==> config.mk <==
export PLATFORM = sky130hd
export DESIGN_NAME = tid_core
export DESIGN_NICKNAME = d
export VERILOG_FILES = /design/src/pkg/tid_pkg.sv /design/src/core/tid_core.sv /design/src/core/tid_opdec.sv
export VERILOG_INCLUDE_DIRS = /design/src /design/src/pkg
export SDC_FILE = /design/constraint.sdc
export NUM_CORES = 1
export LEC_CHECK = 0
export ABC_AREA = 1
export BUFFER_PORTS_ARGS = -buffer_cell sky130_fd_sc_hd__buf_2
export CORE_MARGIN = 2
export CORE_UTILIZATION = 47
export DETAILED_ROUTE_END_ITERATION = 8
export PLACE_DENSITY = 0.93
export SYNTH_ARGS = -nofsm -noshare
export SYNTH_HDL_FRONTEND = slang
export SYNTH_SLANG_ARGS = --single-unit
export TNS_END_PERCENT = 100
==> constraint.sdc <==
create_clock -name CLK -period 3.7 [get_ports CLK]
set_input_delay 0.74 -clock CLK [delete_from_list [all_inputs] [get_ports CLK]]
set_output_delay 0.74 -clock CLK [all_outputs]
set_load 0.01 [all_outputs]
==> src/pkg/tid_map.svh <==
// offsets, opcodes, field positions and reset values of the timer/irq decoder
`ifndef TID_MAP_SVH
`define TID_MAP_SVH

// register byte offsets on the ahb-lite port
`define TID_CTRL_OFS     8'h00
`define TID_STAT_OFS     8'h04
`define TID_RELOAD_OFS   8'h08
`define TID_ADDR_W       8

// ctrl register fields and reset value
`define TID_CTRL_EN_BIT  0
`define TID_CTRL_RST     32'h0000_0001

// status register field positions
`define TID_ST_MASTER    0
`define TID_ST_RUN0      1
`define TID_ST_RUN1      2
`define TID_ST_ZERO      3
`define TID_ST_UPPER_LO  4
`define TID_ST_LOWER_LO  8

// reload register field positions
`define TID_RL_T0_LO     0
`define TID_RL_T1_LO     8

// first opcode bytes
`define TID_OP_WR_T0     8'hCA
`define TID_OP_RD_T0     8'hCB
`define TID_PFX_IRQ_LO   8'hC4
`define TID_PFX_IRQ_UP   8'hC5
`define TID_PFX_CLR_LO   8'hC8
`define TID_PFX_CLR_UP   8'hC9
`define TID_PFX_TMR_A    8'hCE
`define TID_PFX_TMR_B    8'hCF

// second opcode bytes
`define TID_SB_WR_T1     8'hF4
`define TID_SB_RD_T1     8'hF5
`define TID_SB_T0        8'hF6
`define TID_SB_T1        8'hF7
`define TID_SB_IRQ_HI    4'hD

// reset values of the nibbles and bytes
`define TID_NIB_RST      4'h0
`define TID_BYTE_RST     8'h00

`endif

==> src/pkg/tid_pkg.sv <==
// types shared by the timer/irq instruction decoder
package tid_pkg;

  typedef enum logic [3:0] {
    TID_OP_NONE,
    TID_OP_WR_T0,
    TID_OP_WR_T1,
    TID_OP_RD_T0,
    TID_OP_RD_T1,
    TID_OP_RUN_T0,
    TID_OP_RUN_T1,
    TID_OP_HALT_T0,
    TID_OP_HALT_T1,
    TID_OP_MSTR_ON,
    TID_OP_MSTR_OFF,
    TID_OP_UP_OR,
    TID_OP_LO_OR,
    TID_OP_UP_CLR,
    TID_OP_LO_CLR
  } tid_op_t;

  typedef enum logic [2:0] {
    TID_ST_FETCH  = 3'b001,
    TID_ST_SECOND = 3'b010,
    TID_ST_EXEC   = 3'b100
  } tid_state_t;

  // core operands the decoder reads
  typedef struct packed {
    logic [3:0] mem_nib;
    logic [3:0] ext;
    logic [3:0] acc;
  } tid_cpu_in_t;

  // core write-backs, each strobe with its data
  typedef struct packed {
    logic       mem_we;
    logic [3:0] mem_d;
    logic       ext_we;
    logic [3:0] ext_d;
    logic       acc_we;
    logic [3:0] acc_d;
    logic       zf_we;
    logic       zf_d;
  } tid_cpu_wr_t;

  // ahb-lite address phase as captured by the slave
  typedef struct packed {
    logic                 vld;
    logic                 wr;
    logic [7:0]           ofs;
  } tid_aphase_t;

endpackage

==> src/core/tid_core.sv <==
// timer and interrupt control instruction decoder with ahb-lite status port
//
// Summary of operation
// - one-byte reload write for timer 0 from memory nibble and accumulator, two cycles.
// - two-byte reload write for timer 1 register A from extension and accumulator.
// - one-byte read of timer 0 count into memory nibble and accumulator, two cycles.
// - two-byte read of timer 1 count into extension and accumulator.
// - two-byte instruction starts the timer 0 counter.
// - two-byte instruction starts the timer 1 counter.
// - two-byte instruction stops the timer 0 counter.
// - two-byte instruction stops the timer 1 counter.
// - two-byte instruction sets the master interrupt flag.
// - two-byte instruction clears the master interrupt flag.
// - immediate is ORed into the upper interrupt enable nibble.
// - immediate is ORed into the lower interrupt enable nibble.
// - upper enable nibble ANDed with inverted immediate, zero flag updated.
// - lower enable nibble ANDed with inverted immediate, zero flag updated.
`timescale 1ns/1ns
`default_nettype none
`include "tid_map.svh"

module tid_core
  import tid_pkg::*;
(
  // clock and reset
  input  wire logic        CLK,
  input  wire logic        SYS_RST,
  // ahb-lite slave
  input  wire logic        HSEL,
  input  wire logic [31:0] HADDR,
  input  wire logic [1:0]  HTRANS,
  input  wire logic        HWRITE,
  input  wire logic [2:0]  HSIZE,
  input  wire logic        HREADY,
  input  wire logic [31:0] HWDATA,
  output logic      [31:0] HRDATA,
  output logic             HREADYOUT,
  output logic             HRESP,
  // instruction byte stream
  input  wire logic        INS_VALID,
  input  wire logic [7:0]  INS_BYTE,
  output logic             INS_READY,
  output logic             INS_DONE,
  // core operands and write-backs
  input  wire tid_cpu_in_t CPU_IN,
  output tid_cpu_wr_t      CPU_WR,
  // timers
  input  wire logic [7:0]  T0_COUNT,
  input  wire logic [7:0]  T1_COUNT,
  output logic      [7:0]  T0_RELOAD,
  output logic             T0_LOAD,
  output logic      [7:0]  T1_RELOAD,
  output logic             T1_LOAD,
  output logic             T0_RUN,
  output logic             T1_RUN,
  // interrupt enables
  output logic             MASTER_IRQ_FLAG,
  output logic      [3:0]  IRQ_EN_UPPER,
  output logic      [3:0]  IRQ_EN_LOWER
);

  // ---------------------------------------------------------------
  // sequencer state
  // ---------------------------------------------------------------
  tid_state_t  state_r;
  tid_state_t  state_nxt;
  logic [7:0]  first_r;
  logic        done_r;

  // architectural state owned by this block
  logic        dec_en_r;
  logic        master_r;
  logic [3:0]  upper_r;
  logic [3:0]  lower_r;
  logic        zero_r;
  logic        run0_r;
  logic        run1_r;
  logic [7:0]  reload0_r;
  logic [7:0]  reload1_r;
  logic        load0_r;
  logic        load1_r;
  tid_cpu_wr_t wr_r;
  tid_cpu_wr_t wr_nxt;

  // ---------------------------------------------------------------
  // opcode classification
  // ---------------------------------------------------------------
  tid_op_t     op_one;
  tid_op_t     op_two;
  logic        has_second;
  logic        any_one;

  // in fetch the classifier looks at the incoming byte, later at the held one
  wire [7:0] cls_first = (state_r == TID_ST_FETCH) ? INS_BYTE : first_r;

  tid_opdec u_opdec (
    .first_byte  (cls_first),
    .second_byte (INS_BYTE),
    .op_one      (op_one),
    .op_two      (op_two),
    .has_second  (has_second)
  );

  assign any_one = (op_one != TID_OP_NONE);

  // handshake: a byte is only wanted in fetch or second-byte states
  wire in_fetch  = (state_r == TID_ST_FETCH);
  wire in_second = (state_r == TID_ST_SECOND);
  wire in_exec   = (state_r == TID_ST_EXEC);
  wire take      = INS_VALID && INS_READY;

  assign INS_READY = dec_en_r && (in_fetch || in_second);

  // the op that commits on this edge, if any
  // one-byte forms commit at the end of their second cycle
  wire     exec_two = in_second && take;
  wire     exec_one = in_exec;

  tid_op_t op_now;
  assign op_now = exec_two ? op_two :
                  exec_one ? op_one :
                  TID_OP_NONE;

  // done follows every recognised op, never a dropped byte
  wire commit = (op_now != TID_OP_NONE);

  // ---------------------------------------------------------------
  // next state
  // ---------------------------------------------------------------
  always_comb begin
    state_nxt = state_r;
    unique case (state_r)
      TID_ST_FETCH: begin
        if (take && any_one) begin
          state_nxt = TID_ST_EXEC;
        end else if (take && has_second) begin
          state_nxt = TID_ST_SECOND;
        end
      end
      TID_ST_SECOND: begin
        if (take) begin
          state_nxt = TID_ST_FETCH;
        end
      end
      TID_ST_EXEC: begin
        // second machine cycle of a one-byte op; ready is low here
        state_nxt = TID_ST_FETCH;
      end
      default: state_nxt = TID_ST_FETCH;
    endcase
  end

  always_ff @(posedge CLK) begin
    if (SYS_RST) begin
      state_r <= TID_ST_FETCH;
      first_r <= `TID_BYTE_RST;
    end else begin
      state_r <= state_nxt;
      if (in_fetch && take) begin
        first_r <= INS_BYTE;
      end
    end
  end

  // ---------------------------------------------------------------
  // interrupt enable and master flag updates
  // ---------------------------------------------------------------
  // clear ops report zero on the nibble they leave behind
  wire [3:0] imm       = INS_BYTE[3:0];
  wire [3:0] upper_or  = upper_r | imm;
  wire [3:0] lower_or  = lower_r | imm;
  wire [3:0] upper_clr = upper_r & ~imm;
  wire [3:0] lower_clr = lower_r & ~imm;

  always_ff @(posedge CLK) begin
    if (SYS_RST) begin
      master_r <= 1'b0;
      upper_r  <= `TID_NIB_RST;
      lower_r  <= `TID_NIB_RST;
      zero_r   <= 1'b0;
    end else begin
      if (op_now == TID_OP_MSTR_ON)  master_r <= 1'b1;
      if (op_now == TID_OP_MSTR_OFF) master_r <= 1'b0;
      if (op_now == TID_OP_UP_OR)    upper_r  <= upper_or;
      if (op_now == TID_OP_LO_OR)    lower_r  <= lower_or;
      if (op_now == TID_OP_UP_CLR) begin
        upper_r <= upper_clr;
        zero_r  <= (upper_clr == `TID_NIB_RST);
      end
      if (op_now == TID_OP_LO_CLR) begin
        lower_r <= lower_clr;
        zero_r  <= (lower_clr == `TID_NIB_RST);
      end
    end
  end

  // ---------------------------------------------------------------
  // timer run control and reload registers
  // ---------------------------------------------------------------
  // operands are taken on the commit edge, so the core must hold them
  wire [7:0] reload0_val = {CPU_IN.mem_nib, CPU_IN.acc};
  wire [7:0] reload1_val = {CPU_IN.ext, CPU_IN.acc};

  always_ff @(posedge CLK) begin
    if (SYS_RST) begin
      run0_r    <= 1'b0;
      run1_r    <= 1'b0;
      reload0_r <= `TID_BYTE_RST;
      reload1_r <= `TID_BYTE_RST;
      load0_r   <= 1'b0;
      load1_r   <= 1'b0;
    end else begin
      if (op_now == TID_OP_RUN_T0)  run0_r <= 1'b1;
      if (op_now == TID_OP_RUN_T1)  run1_r <= 1'b1;
      if (op_now == TID_OP_HALT_T0) run0_r <= 1'b0;
      if (op_now == TID_OP_HALT_T1) run1_r <= 1'b0;
      load0_r <= (op_now == TID_OP_WR_T0);
      load1_r <= (op_now == TID_OP_WR_T1);
      if (op_now == TID_OP_WR_T0) reload0_r <= reload0_val;
      if (op_now == TID_OP_WR_T1) reload1_r <= reload1_val;
    end
  end

  // ---------------------------------------------------------------
  // write-backs to the core, one cycle after commit
  // ---------------------------------------------------------------
  // strobes and data share one flop stage, so data never leads a strobe
  always_comb begin
    wr_nxt = '0;
    unique case (op_now)
      TID_OP_RD_T0: begin
        wr_nxt.mem_we = 1'b1;
        wr_nxt.mem_d  = T0_COUNT[7:4];
        wr_nxt.acc_we = 1'b1;
        wr_nxt.acc_d  = T0_COUNT[3:0];
      end
      TID_OP_RD_T1: begin
        wr_nxt.ext_we = 1'b1;
        wr_nxt.ext_d  = T1_COUNT[7:4];
        wr_nxt.acc_we = 1'b1;
        wr_nxt.acc_d  = T1_COUNT[3:0];
      end
      TID_OP_UP_CLR: begin
        wr_nxt.zf_we = 1'b1;
        wr_nxt.zf_d  = (upper_clr == `TID_NIB_RST);
      end
      TID_OP_LO_CLR: begin
        wr_nxt.zf_we = 1'b1;
        wr_nxt.zf_d  = (lower_clr == `TID_NIB_RST);
      end
      default: wr_nxt = '0;
    endcase
  end

  always_ff @(posedge CLK) begin
    if (SYS_RST) begin
      wr_r   <= '0;
      done_r <= 1'b0;
    end else begin
      wr_r   <= wr_nxt;
      done_r <= commit;
    end
  end

  // ---------------------------------------------------------------
  // ahb-lite slave: always ready, always okay, no wait states
  // ---------------------------------------------------------------
  tid_aphase_t ap_r;
  logic [31:0] rdata_r;

  // address phase is accepted only when the previous transfer has ended
  // hsize is not decoded: every register is one aligned word
  wire       ap_take = HSEL && HTRANS[1] && HREADY;
  wire [7:0] ap_ofs  = {HADDR[`TID_ADDR_W-1:2], 2'b00};

  wire hit_ctrl   = (ap_ofs == `TID_CTRL_OFS);
  wire hit_stat   = (ap_ofs == `TID_STAT_OFS);
  wire hit_reload = (ap_ofs == `TID_RELOAD_OFS);

  // status view of the block's own state
  wire [31:0] stat_word = {20'h0_0000,
                           lower_r,
                           upper_r,
                           zero_r,
                           run1_r,
                           run0_r,
                           master_r};

  wire [31:0] reload_word = {16'h0000, reload1_r, reload0_r};
  wire [31:0] ctrl_word   = {31'h0000_0000, dec_en_r};

  // read data is picked in the address phase so hrdata leaves a flop
  wire [31:0] rd_sel = hit_ctrl   ? ctrl_word   :
                       hit_stat   ? stat_word   :
                       hit_reload ? reload_word :
                       32'h0000_0000;

  wire wr_ctrl = ap_r.vld && ap_r.wr && (ap_r.ofs == `TID_CTRL_OFS);

  always_ff @(posedge CLK) begin
    if (SYS_RST) begin
      ap_r    <= '0;
      rdata_r <= 32'h0000_0000;
    end else begin
      ap_r.vld <= ap_take;
      ap_r.wr  <= HWRITE;
      ap_r.ofs <= ap_ofs;
      if (ap_take && !HWRITE) begin
        rdata_r <= rd_sel;
      end
    end
  end

  // pausing the decoder only holds off new bytes; a one-byte op in exec finishes, a taken prefix waits for its second byte
  // only the enable bit of the ctrl reset word lives in a flop
  always_ff @(posedge CLK) begin
    if (SYS_RST) begin
      dec_en_r <= 1'(`TID_CTRL_RST);
    end else if (wr_ctrl) begin
      dec_en_r <= HWDATA[`TID_CTRL_EN_BIT];
    end
  end

  // no wait states: every register answers in the next cycle
  assign HRDATA    = rdata_r;
  assign HREADYOUT = 1'b1;
  assign HRESP     = 1'b0;

  // ---------------------------------------------------------------
  // outputs
  // ---------------------------------------------------------------
  assign INS_DONE        = done_r;
  assign CPU_WR          = wr_r;
  assign T0_RELOAD       = reload0_r;
  assign T1_RELOAD       = reload1_r;
  assign T0_LOAD         = load0_r;
  assign T1_LOAD         = load1_r;
  assign T0_RUN          = run0_r;
  assign T1_RUN          = run1_r;
  assign MASTER_IRQ_FLAG = master_r;
  assign IRQ_EN_UPPER    = upper_r;
  assign IRQ_EN_LOWER    = lower_r;

endmodule
`default_nettype wire

==> src/core/tid_opdec.sv <==
// opcode classifier for the timer and interrupt control group
`timescale 1ns/1ns
`default_nettype none
`include "tid_map.svh"

module tid_opdec
  import tid_pkg::*;
(
  // opcode bytes
  input  wire logic [7:0] first_byte,
  input  wire logic [7:0] second_byte,
  // classification
  output tid_op_t         op_one,
  output tid_op_t         op_two,
  output logic            has_second
);

  wire [3:0] sb_hi = second_byte[7:4];
  wire [3:0] imm   = second_byte[3:0];
  wire       irq_b = (sb_hi == `TID_SB_IRQ_HI);
  wire       imm_z = (imm == `TID_NIB_RST);

  // one-byte forms
  assign op_one = (first_byte == `TID_OP_WR_T0) ? TID_OP_WR_T0 :
                  (first_byte == `TID_OP_RD_T0) ? TID_OP_RD_T0 :
                  TID_OP_NONE;

  assign has_second = (first_byte == `TID_PFX_IRQ_LO) ||
                      (first_byte == `TID_PFX_IRQ_UP) ||
                      (first_byte == `TID_PFX_CLR_LO) ||
                      (first_byte == `TID_PFX_CLR_UP) ||
                      (first_byte == `TID_PFX_TMR_A)  ||
                      (first_byte == `TID_PFX_TMR_B);

  // two-byte forms; a zero immediate with an upper-nibble prefix (C5 or C9) is the master flag op
  always_comb begin
    op_two = TID_OP_NONE;
    unique case (first_byte)
      `TID_PFX_TMR_A: begin
        if (second_byte == `TID_SB_WR_T1) op_two = TID_OP_WR_T1;
        if (second_byte == `TID_SB_T0)    op_two = TID_OP_RUN_T0;
        if (second_byte == `TID_SB_T1)    op_two = TID_OP_RUN_T1;
      end
      `TID_PFX_TMR_B: begin
        if (second_byte == `TID_SB_RD_T1) op_two = TID_OP_RD_T1;
        if (second_byte == `TID_SB_T0)    op_two = TID_OP_HALT_T0;
        if (second_byte == `TID_SB_T1)    op_two = TID_OP_HALT_T1;
      end
      `TID_PFX_IRQ_UP: begin
        if (irq_b) op_two = imm_z ? TID_OP_MSTR_ON : TID_OP_UP_OR;
      end
      `TID_PFX_CLR_UP: begin
        if (irq_b) op_two = imm_z ? TID_OP_MSTR_OFF : TID_OP_UP_CLR;
      end
      `TID_PFX_IRQ_LO: begin
        if (irq_b) op_two = TID_OP_LO_OR;
      end
      `TID_PFX_CLR_LO: begin
        if (irq_b) op_two = TID_OP_LO_CLR;
      end
      default: op_two = TID_OP_NONE;
    endcase
  end

endmodule
`default_nettype wire

* Word level (Yosys, flattened, before mapping)
Index checks and enable logic that the tools add are counted.
** Cells by class
- Muxes and demuxes :: 35
- Bitwise logic cells :: 7
- Reduce and logical (&&, ||, !) cells :: 34
- Equality and inequality tests :: 34
** Operator list (number)
- equality test 8 bit, second input constant :: 12
- two-way mux 16 bit :: 3
- two-way mux 4 bit :: 12
- equality test 4 bit, second input constant :: 8
- two-way mux 3 bit :: 8
- one-hot mux 4 bit (6 select lines) :: 1
- equality test 4 x 3 -> 1 bit, second input constant :: 4
- logical NOT 8 bit :: 2
- logical NOT 4 bit :: 3
- logical AND 1 bit :: 11
- two-way mux 5 bit :: 2
- one-hot mux 5 bit (2 select lines) :: 1
- OR reduction 2 bit :: 5
- bitwise AND 4 bit :: 2
- equality test 4 x 2 -> 1 bit, second input constant :: 2
- two-way mux 8 bit :: 1
- OR 4 bit :: 2
- nonzero test 4 bit :: 2
- equality test 6 x 1 -> 1 bit, second input constant :: 1
- equality test 6 x 2 -> 1 bit, second input constant :: 1
- logical OR 1 bit :: 6
- two-way mux 2 bit :: 3
- one-hot mux 3 bit (2 select lines) :: 1
- nonzero test 2 bit :: 3
- other kinds (12) :: 14
** Word-level totals
- Word-level logic and storage cells :: 137
- Output and inout bits :: 82
- Bits of input ports :: 111
- Register bits :: 102

* Depth between registers and ports, before layout
- Depth in word-level cells :: 12
- Gate-level depth with buffers :: 19
- Depth with buffers taken out :: 17

* Modules after synthesis
Synthesis repeated with hierarchy kept, for this count alone.
** Unflattened totals
- Cell total of the unflattened synthesis :: 557
- Area total of the unflattened synthesis :: 4025.1 um^2
** By module, submodules not included
- tid_core :: sequential area each 1681.6 um^2, area each 3613.5 um^2, cells each 473, instances 1
- tid_opdec :: sequential area each 0.0 um^2, area each 411.6 um^2, cells each 84, instances 1

* Worst setup path before layout
OpenSTA, ideal clock, no wires.
- Kind :: input -> register
- From :: input INS_BYTE[3]
- To :: register (tool-made name)
- Data required time :: 3584 ps
- Arrival :: 2337 ps
- Buffers on the path :: 2
- Setup time :: 116 ps
- Cell stages on the path :: 15
- Slack :: 1247 ps
- Cell sequence :: clkbuf_1 > inv_1 > nand3_1 > nand2_1 > nor2_1 > nand2_1 > nand2_1 > nand2_2 > nor2_8 > nand2_2 > nand2_4 > buf_6 > nand2_1 > o21ai_0 > nor2_1
** RTL lines
- start: declaration :: line tid_core.sv:41 : input wire logic [7:0] INS_BYTE,

* Final worst setup path
- From :: register state_r[1]
- To :: register reload1_r[1] (netlist: T1_RELOAD[1])
** Between the ends
- Longest elaborated chain between the ends :: 8
- Elaborated cells on any way between the ends :: 22
- Those cells by class :: 12 x eq/ne; 6 x mux; 4 x reduce/logical
** RTL lines
- start: declaration :: line tid_core.sv:65 : tid_state_t state_r;
- start signal: assignment :: line tid_core.sv:158 : state_r <= state_nxt;
- equality test 3 x 1 -> 1 bit :: line tid_core.sv:94, tid_core.sv:107
- two-way mux 8 bit :: line tid_core.sv:94 : wire [7:0] cls_first = (state_r == TID_ST_FETCH) ? INS_BYTE : first_r;
- equality test 8 bit (no line)
- two-way mux 2 bit :: line tid_opdec.sv:25 : (first_byte == `TID_OP_RD_T0) ? TID_OP_RD_T0 :
- two-way mux 4 bit :: line tid_opdec.sv:24 : assign op_one = (first_byte == `TID_OP_WR_T0) ? TID_OP_WR_T0 :
- two-way mux 4 bit :: line tid_core.sv:121 : exec_one ? op_one :
- two-way mux 4 bit * :: line tid_core.sv:120 : assign op_now = exec_two ? op_two :
- equality test 4 x 2 -> 1 bit * :: line tid_core.sv:220 : if (op_now == TID_OP_WR_T1) reload1_r <= reload1_val;
- end signal: assignment :: line tid_core.sv:209 : reload1_r <= `TID_BYTE_RST;
- end signal: assignment :: line tid_core.sv:220
- end: declaration :: line tid_core.sv:79 : logic [7:0] reload1_r;
Every way passes the cells marked *; elsewhere a longest branch is shown, timed or not.
A chain may end at the register's enable or synchronous reset.

==> metrics.md <==
| Metric | Value |
|---|---|
| Layout cells sized above 1 | `23.22%` |
| Synth top area share | `42.21%` |
| Antenna violations before repair | `0` |
| Pre-antenna DRT Iters | `5` |
| Chip height | `96.07 um` |
| Final core utilization | `57.30%` |
| CP max stage cell | `dfxtp_1` |
| Max cap viols | `0` |
| Clock transition at the registers of the reported paths | `0.09 ns` |
| Overall Global Routing Usage | `between 20% and 30%` |
| Routed WL | `around 10,000 um` |
| PortBufs | `113` |
| YS warnings | `0` |
| Vias | `3,974` |
| Postcts setup bufs | `0` |
| Root Driver | `clkbuf_8` |
| Hold slack | `between 0.4 and 0.5 ns` |
| Synth Area in Compound Gates | `10.30%` |
| Status | `completed` |
| Mapped Cells | `579` |
| Die area | `9228 um^2` |
| Crit path DAT | `2.90 ns` |
| Primary FF master, synth | `dfxtp_1` |
| Final cell count without fillers | `794` |
| Placed insts | `~800` |
| Number of antenna diodes | `0` |
| Largest family of logic cells by synthesized area | `simple AND/OR/NAND/NOR gates` |
| Filler Cell Count | `just under 800` |
| Worst Path Required | `4.00 ns` |
| Pre-CTS WS | `between 0.8 and 0.9 ns` |
| Fin. Hold Viols | `0` |
| Worst setup margin | `about 1.1 ns` |
| Initial Utilization | `48.48%` |
| Yosys reg bits | `84` |
| Crit path time final | `2.601 ns` |
| Post-synthesis simple-gate area fraction | `33.57%` |
| Finished Cell Area | `between 4000 and 5000 um^2` |
| Nets | `795` |
| Core Region | `8217 um^2` |
| Top cells by area, synth | `dfxtp_1, nand2_1, nor2_1, inv_1, nand3_1` |
| Area Growth Syn to Fin | `18.18%` |
| Iter 0 DRT Violations | `332` |
| Syn_area_per_cell | `6.881 um^2` |
| ANT nets after route | `0` |
| Vias per cell | `between 5 and 6` |
| Asr flop ratio synth | `0%` |
| Worst ir drop on vdd | `0.2178 mV` |
| CTS Buffer Depth | `2` |
| Critical path endpoint category | `register` |
| Post-synthesis mux area share | `0%` |
| Slew @ Worst Pin | `0.7012 ns` |
| Total grt overflow | `0` |
| Global-route wire length before repair | `16,350 um` |
| Fin Setup TNS | `0 ns` |
| Final Setup Violations | `0` |
| Leakage | `roughly 2.5 nW` |
| Sequential cell area fraction in the yosys report | `42.21%` |
| Clock Skew | `0.01089 ns` |
| Largest net degree at the start of global routing | `33` |
| CTS Hold Bufs | `0` |
| Critical path class | `reg2reg` |
| Dpl cell area | `4526 um^2` |
| DRC | `0` |
| Max Transition Viols Final | `0` |
| Startpoint types | `register` |
| Clk_lat worst skew | `between 0.3 and 0.4 ns` |
| Count of different cell masters after synthesis | `32` |
| Post-Synth XOR/XNOR Area | `0.2198%` |
| Cts repair resizes | `0` |
| H-tree Lvls | `3` |
| Unrepaired setup endpoints after global routing | `false` |
| Final period util | `a little over two thirds` |
| Sink Count | `84` |
| Total CTS buffers | `9` |
| HPWL Detailed | `7636 um` |
| Max Fclk | `just under 400 MHz` |
| Worst hold path type | `reg2reg` |
| Crit path cell chain | `inv_2 -> nand3_2 -> o21ai_0 -> nand2_1 -> nor2_1 -> nand2_1 -> nand2_1 -> nand2_2 -> nor2_8 -> nand2_2 -> nand2_4 -> nand3_2 -> nand2_1 -> nand2_1 -> nor2_1` |
| Cell taking the most area after synthesis | `dfxtp_1` |
| Power, Total | `2.122 mW` |
| Post-synthesis adder-cell area fraction | `0%` |
| Synthesized area | `3984 um^2` |
| CP most frequent cell | `nand2_1` |
| DR WL/cell | `12.97 um` |
| Count leader, synth | `nand2_1` |
| Crit path max fanout | `14` |
| Die X | `96.07 um` |
| Top cells by count, synth | `nand2_1, nor2_1, dfxtp_1` |
| CTS tree | `yes` |
| Relative slew slack | `between 50% and 60%` |
| Row count | `33` |
| Placer Congestion | `approximately 0.91` |
| PD cells | `around 450 nW/um^2` |
| CP max stage delay | `approximately 0.4 ns` |
| Top Ports | `about 190` |
| Post-synth EDFFs | `0` |
| Vias in the first global route | `between 3,000 and 4,000` |
-- area by class of cell --
cell class              count  area [um^2]  share of cell area, %
clock buffers               9        123.9                  2.631
inverters                  80        300.3                  6.378
flip-flops and latches     84         1682                  35.72
repair buffers            116        588.1                  12.49
multi-input cells         393         1824                  38.75
well taps                 105        131.4                  2.790
clock inverters             7        58.81                  1.249
-- layout by cell type, fill, tap and decap left out, types with 2 or more instances in the layout --
master	n
nand3_1	35
o21ai_0	13
nor2_8	2
nand4_1	13
nor3_1	5
buf_2	113
nand3_2	4
nand2_4	2
nand2_1	140
inv_2	6
nor2_4	2
nor2_2	2
buf_4	3
conb_1	18
inv_6	2
inv_1	74
a21oi_1	34
nand2_2	7
a221oi_1	2
o22ai_1	14
o21ai_1	4
clkbuf_8	9
nor2_1	88
a211oi_1	2
dfxtp_1	84
clkinv_4	2
-- worst max-delay path: cells and delay by family, from the launching register on --
family	cells	cell delay (ns)
flip-flops	1	0.39
AO/OA/AOI/OAI	1	0.16
buffers and inverters	1	0.09
AND/OR/NAND/NOR	13	1.89
-- power by group --
part | switching (mW) | internal, mW | leakage [nW]
registers | 0.0314 | 0.948 | 0.680
logic | 0.377 | 0.150 | 1.68
clock network | 0.362 | 0.254 | 0.0921
-- path summary, 6_finish.rpt --
kind / from / endpoint / slack (ns) / depth (start not counted)
worst max-delay path: state_r[1]$_SDFFE_PP0P_ / T1_RELOAD[1]$_SDFFE_PP0P_ / 1.10 / 15
worst min-delay path: first_r[5]$_SDFFE_PP0P_ / first_r[5]$_SDFFE_PP0P_ / 0.46 / 2
worst max register to register: state_r[1]$_SDFFE_PP0P_ / T1_RELOAD[1]$_SDFFE_PP0P_ / 1.10 / 15
worst min register to register: first_r[5]$_SDFFE_PP0P_ / first_r[5]$_SDFFE_PP0P_ / 0.46 / 2
-- layer usage --
metal	up-vias	wire [um]	global-route usage, %	part of all wire, %
met2	198	4890	38.31	47
met3	29	969	4.620	9.4
li1	1996	-	-	-
met5	-	0	0	0
met1	1751	4102	27.99	40
met4	0	334	10.60	3.2
-- state kept, by name, summed over array words and instances (netlist names), named ones only --
register,flops
INS_DONE,1
HRDATA,16
CPU_WR,17
dec_en_r,1
T1_RUN,1
MASTER_IRQ_FLAG,1
ap_r,8
T0_RELOAD,8
T0_RUN,1
zero_r,1
T0_LOAD,1
first_r,8
T1_LOAD,1
state_r,3
T1_RELOAD,8
-- kinds of logic after synthesis --
kind of cell	Yosys count
other cells	2
buf+inv	118
compound gates	72
xor+xnor	1
simple gates	302
flops	84
Note: power is estimated with default switching activity, not from simulation.
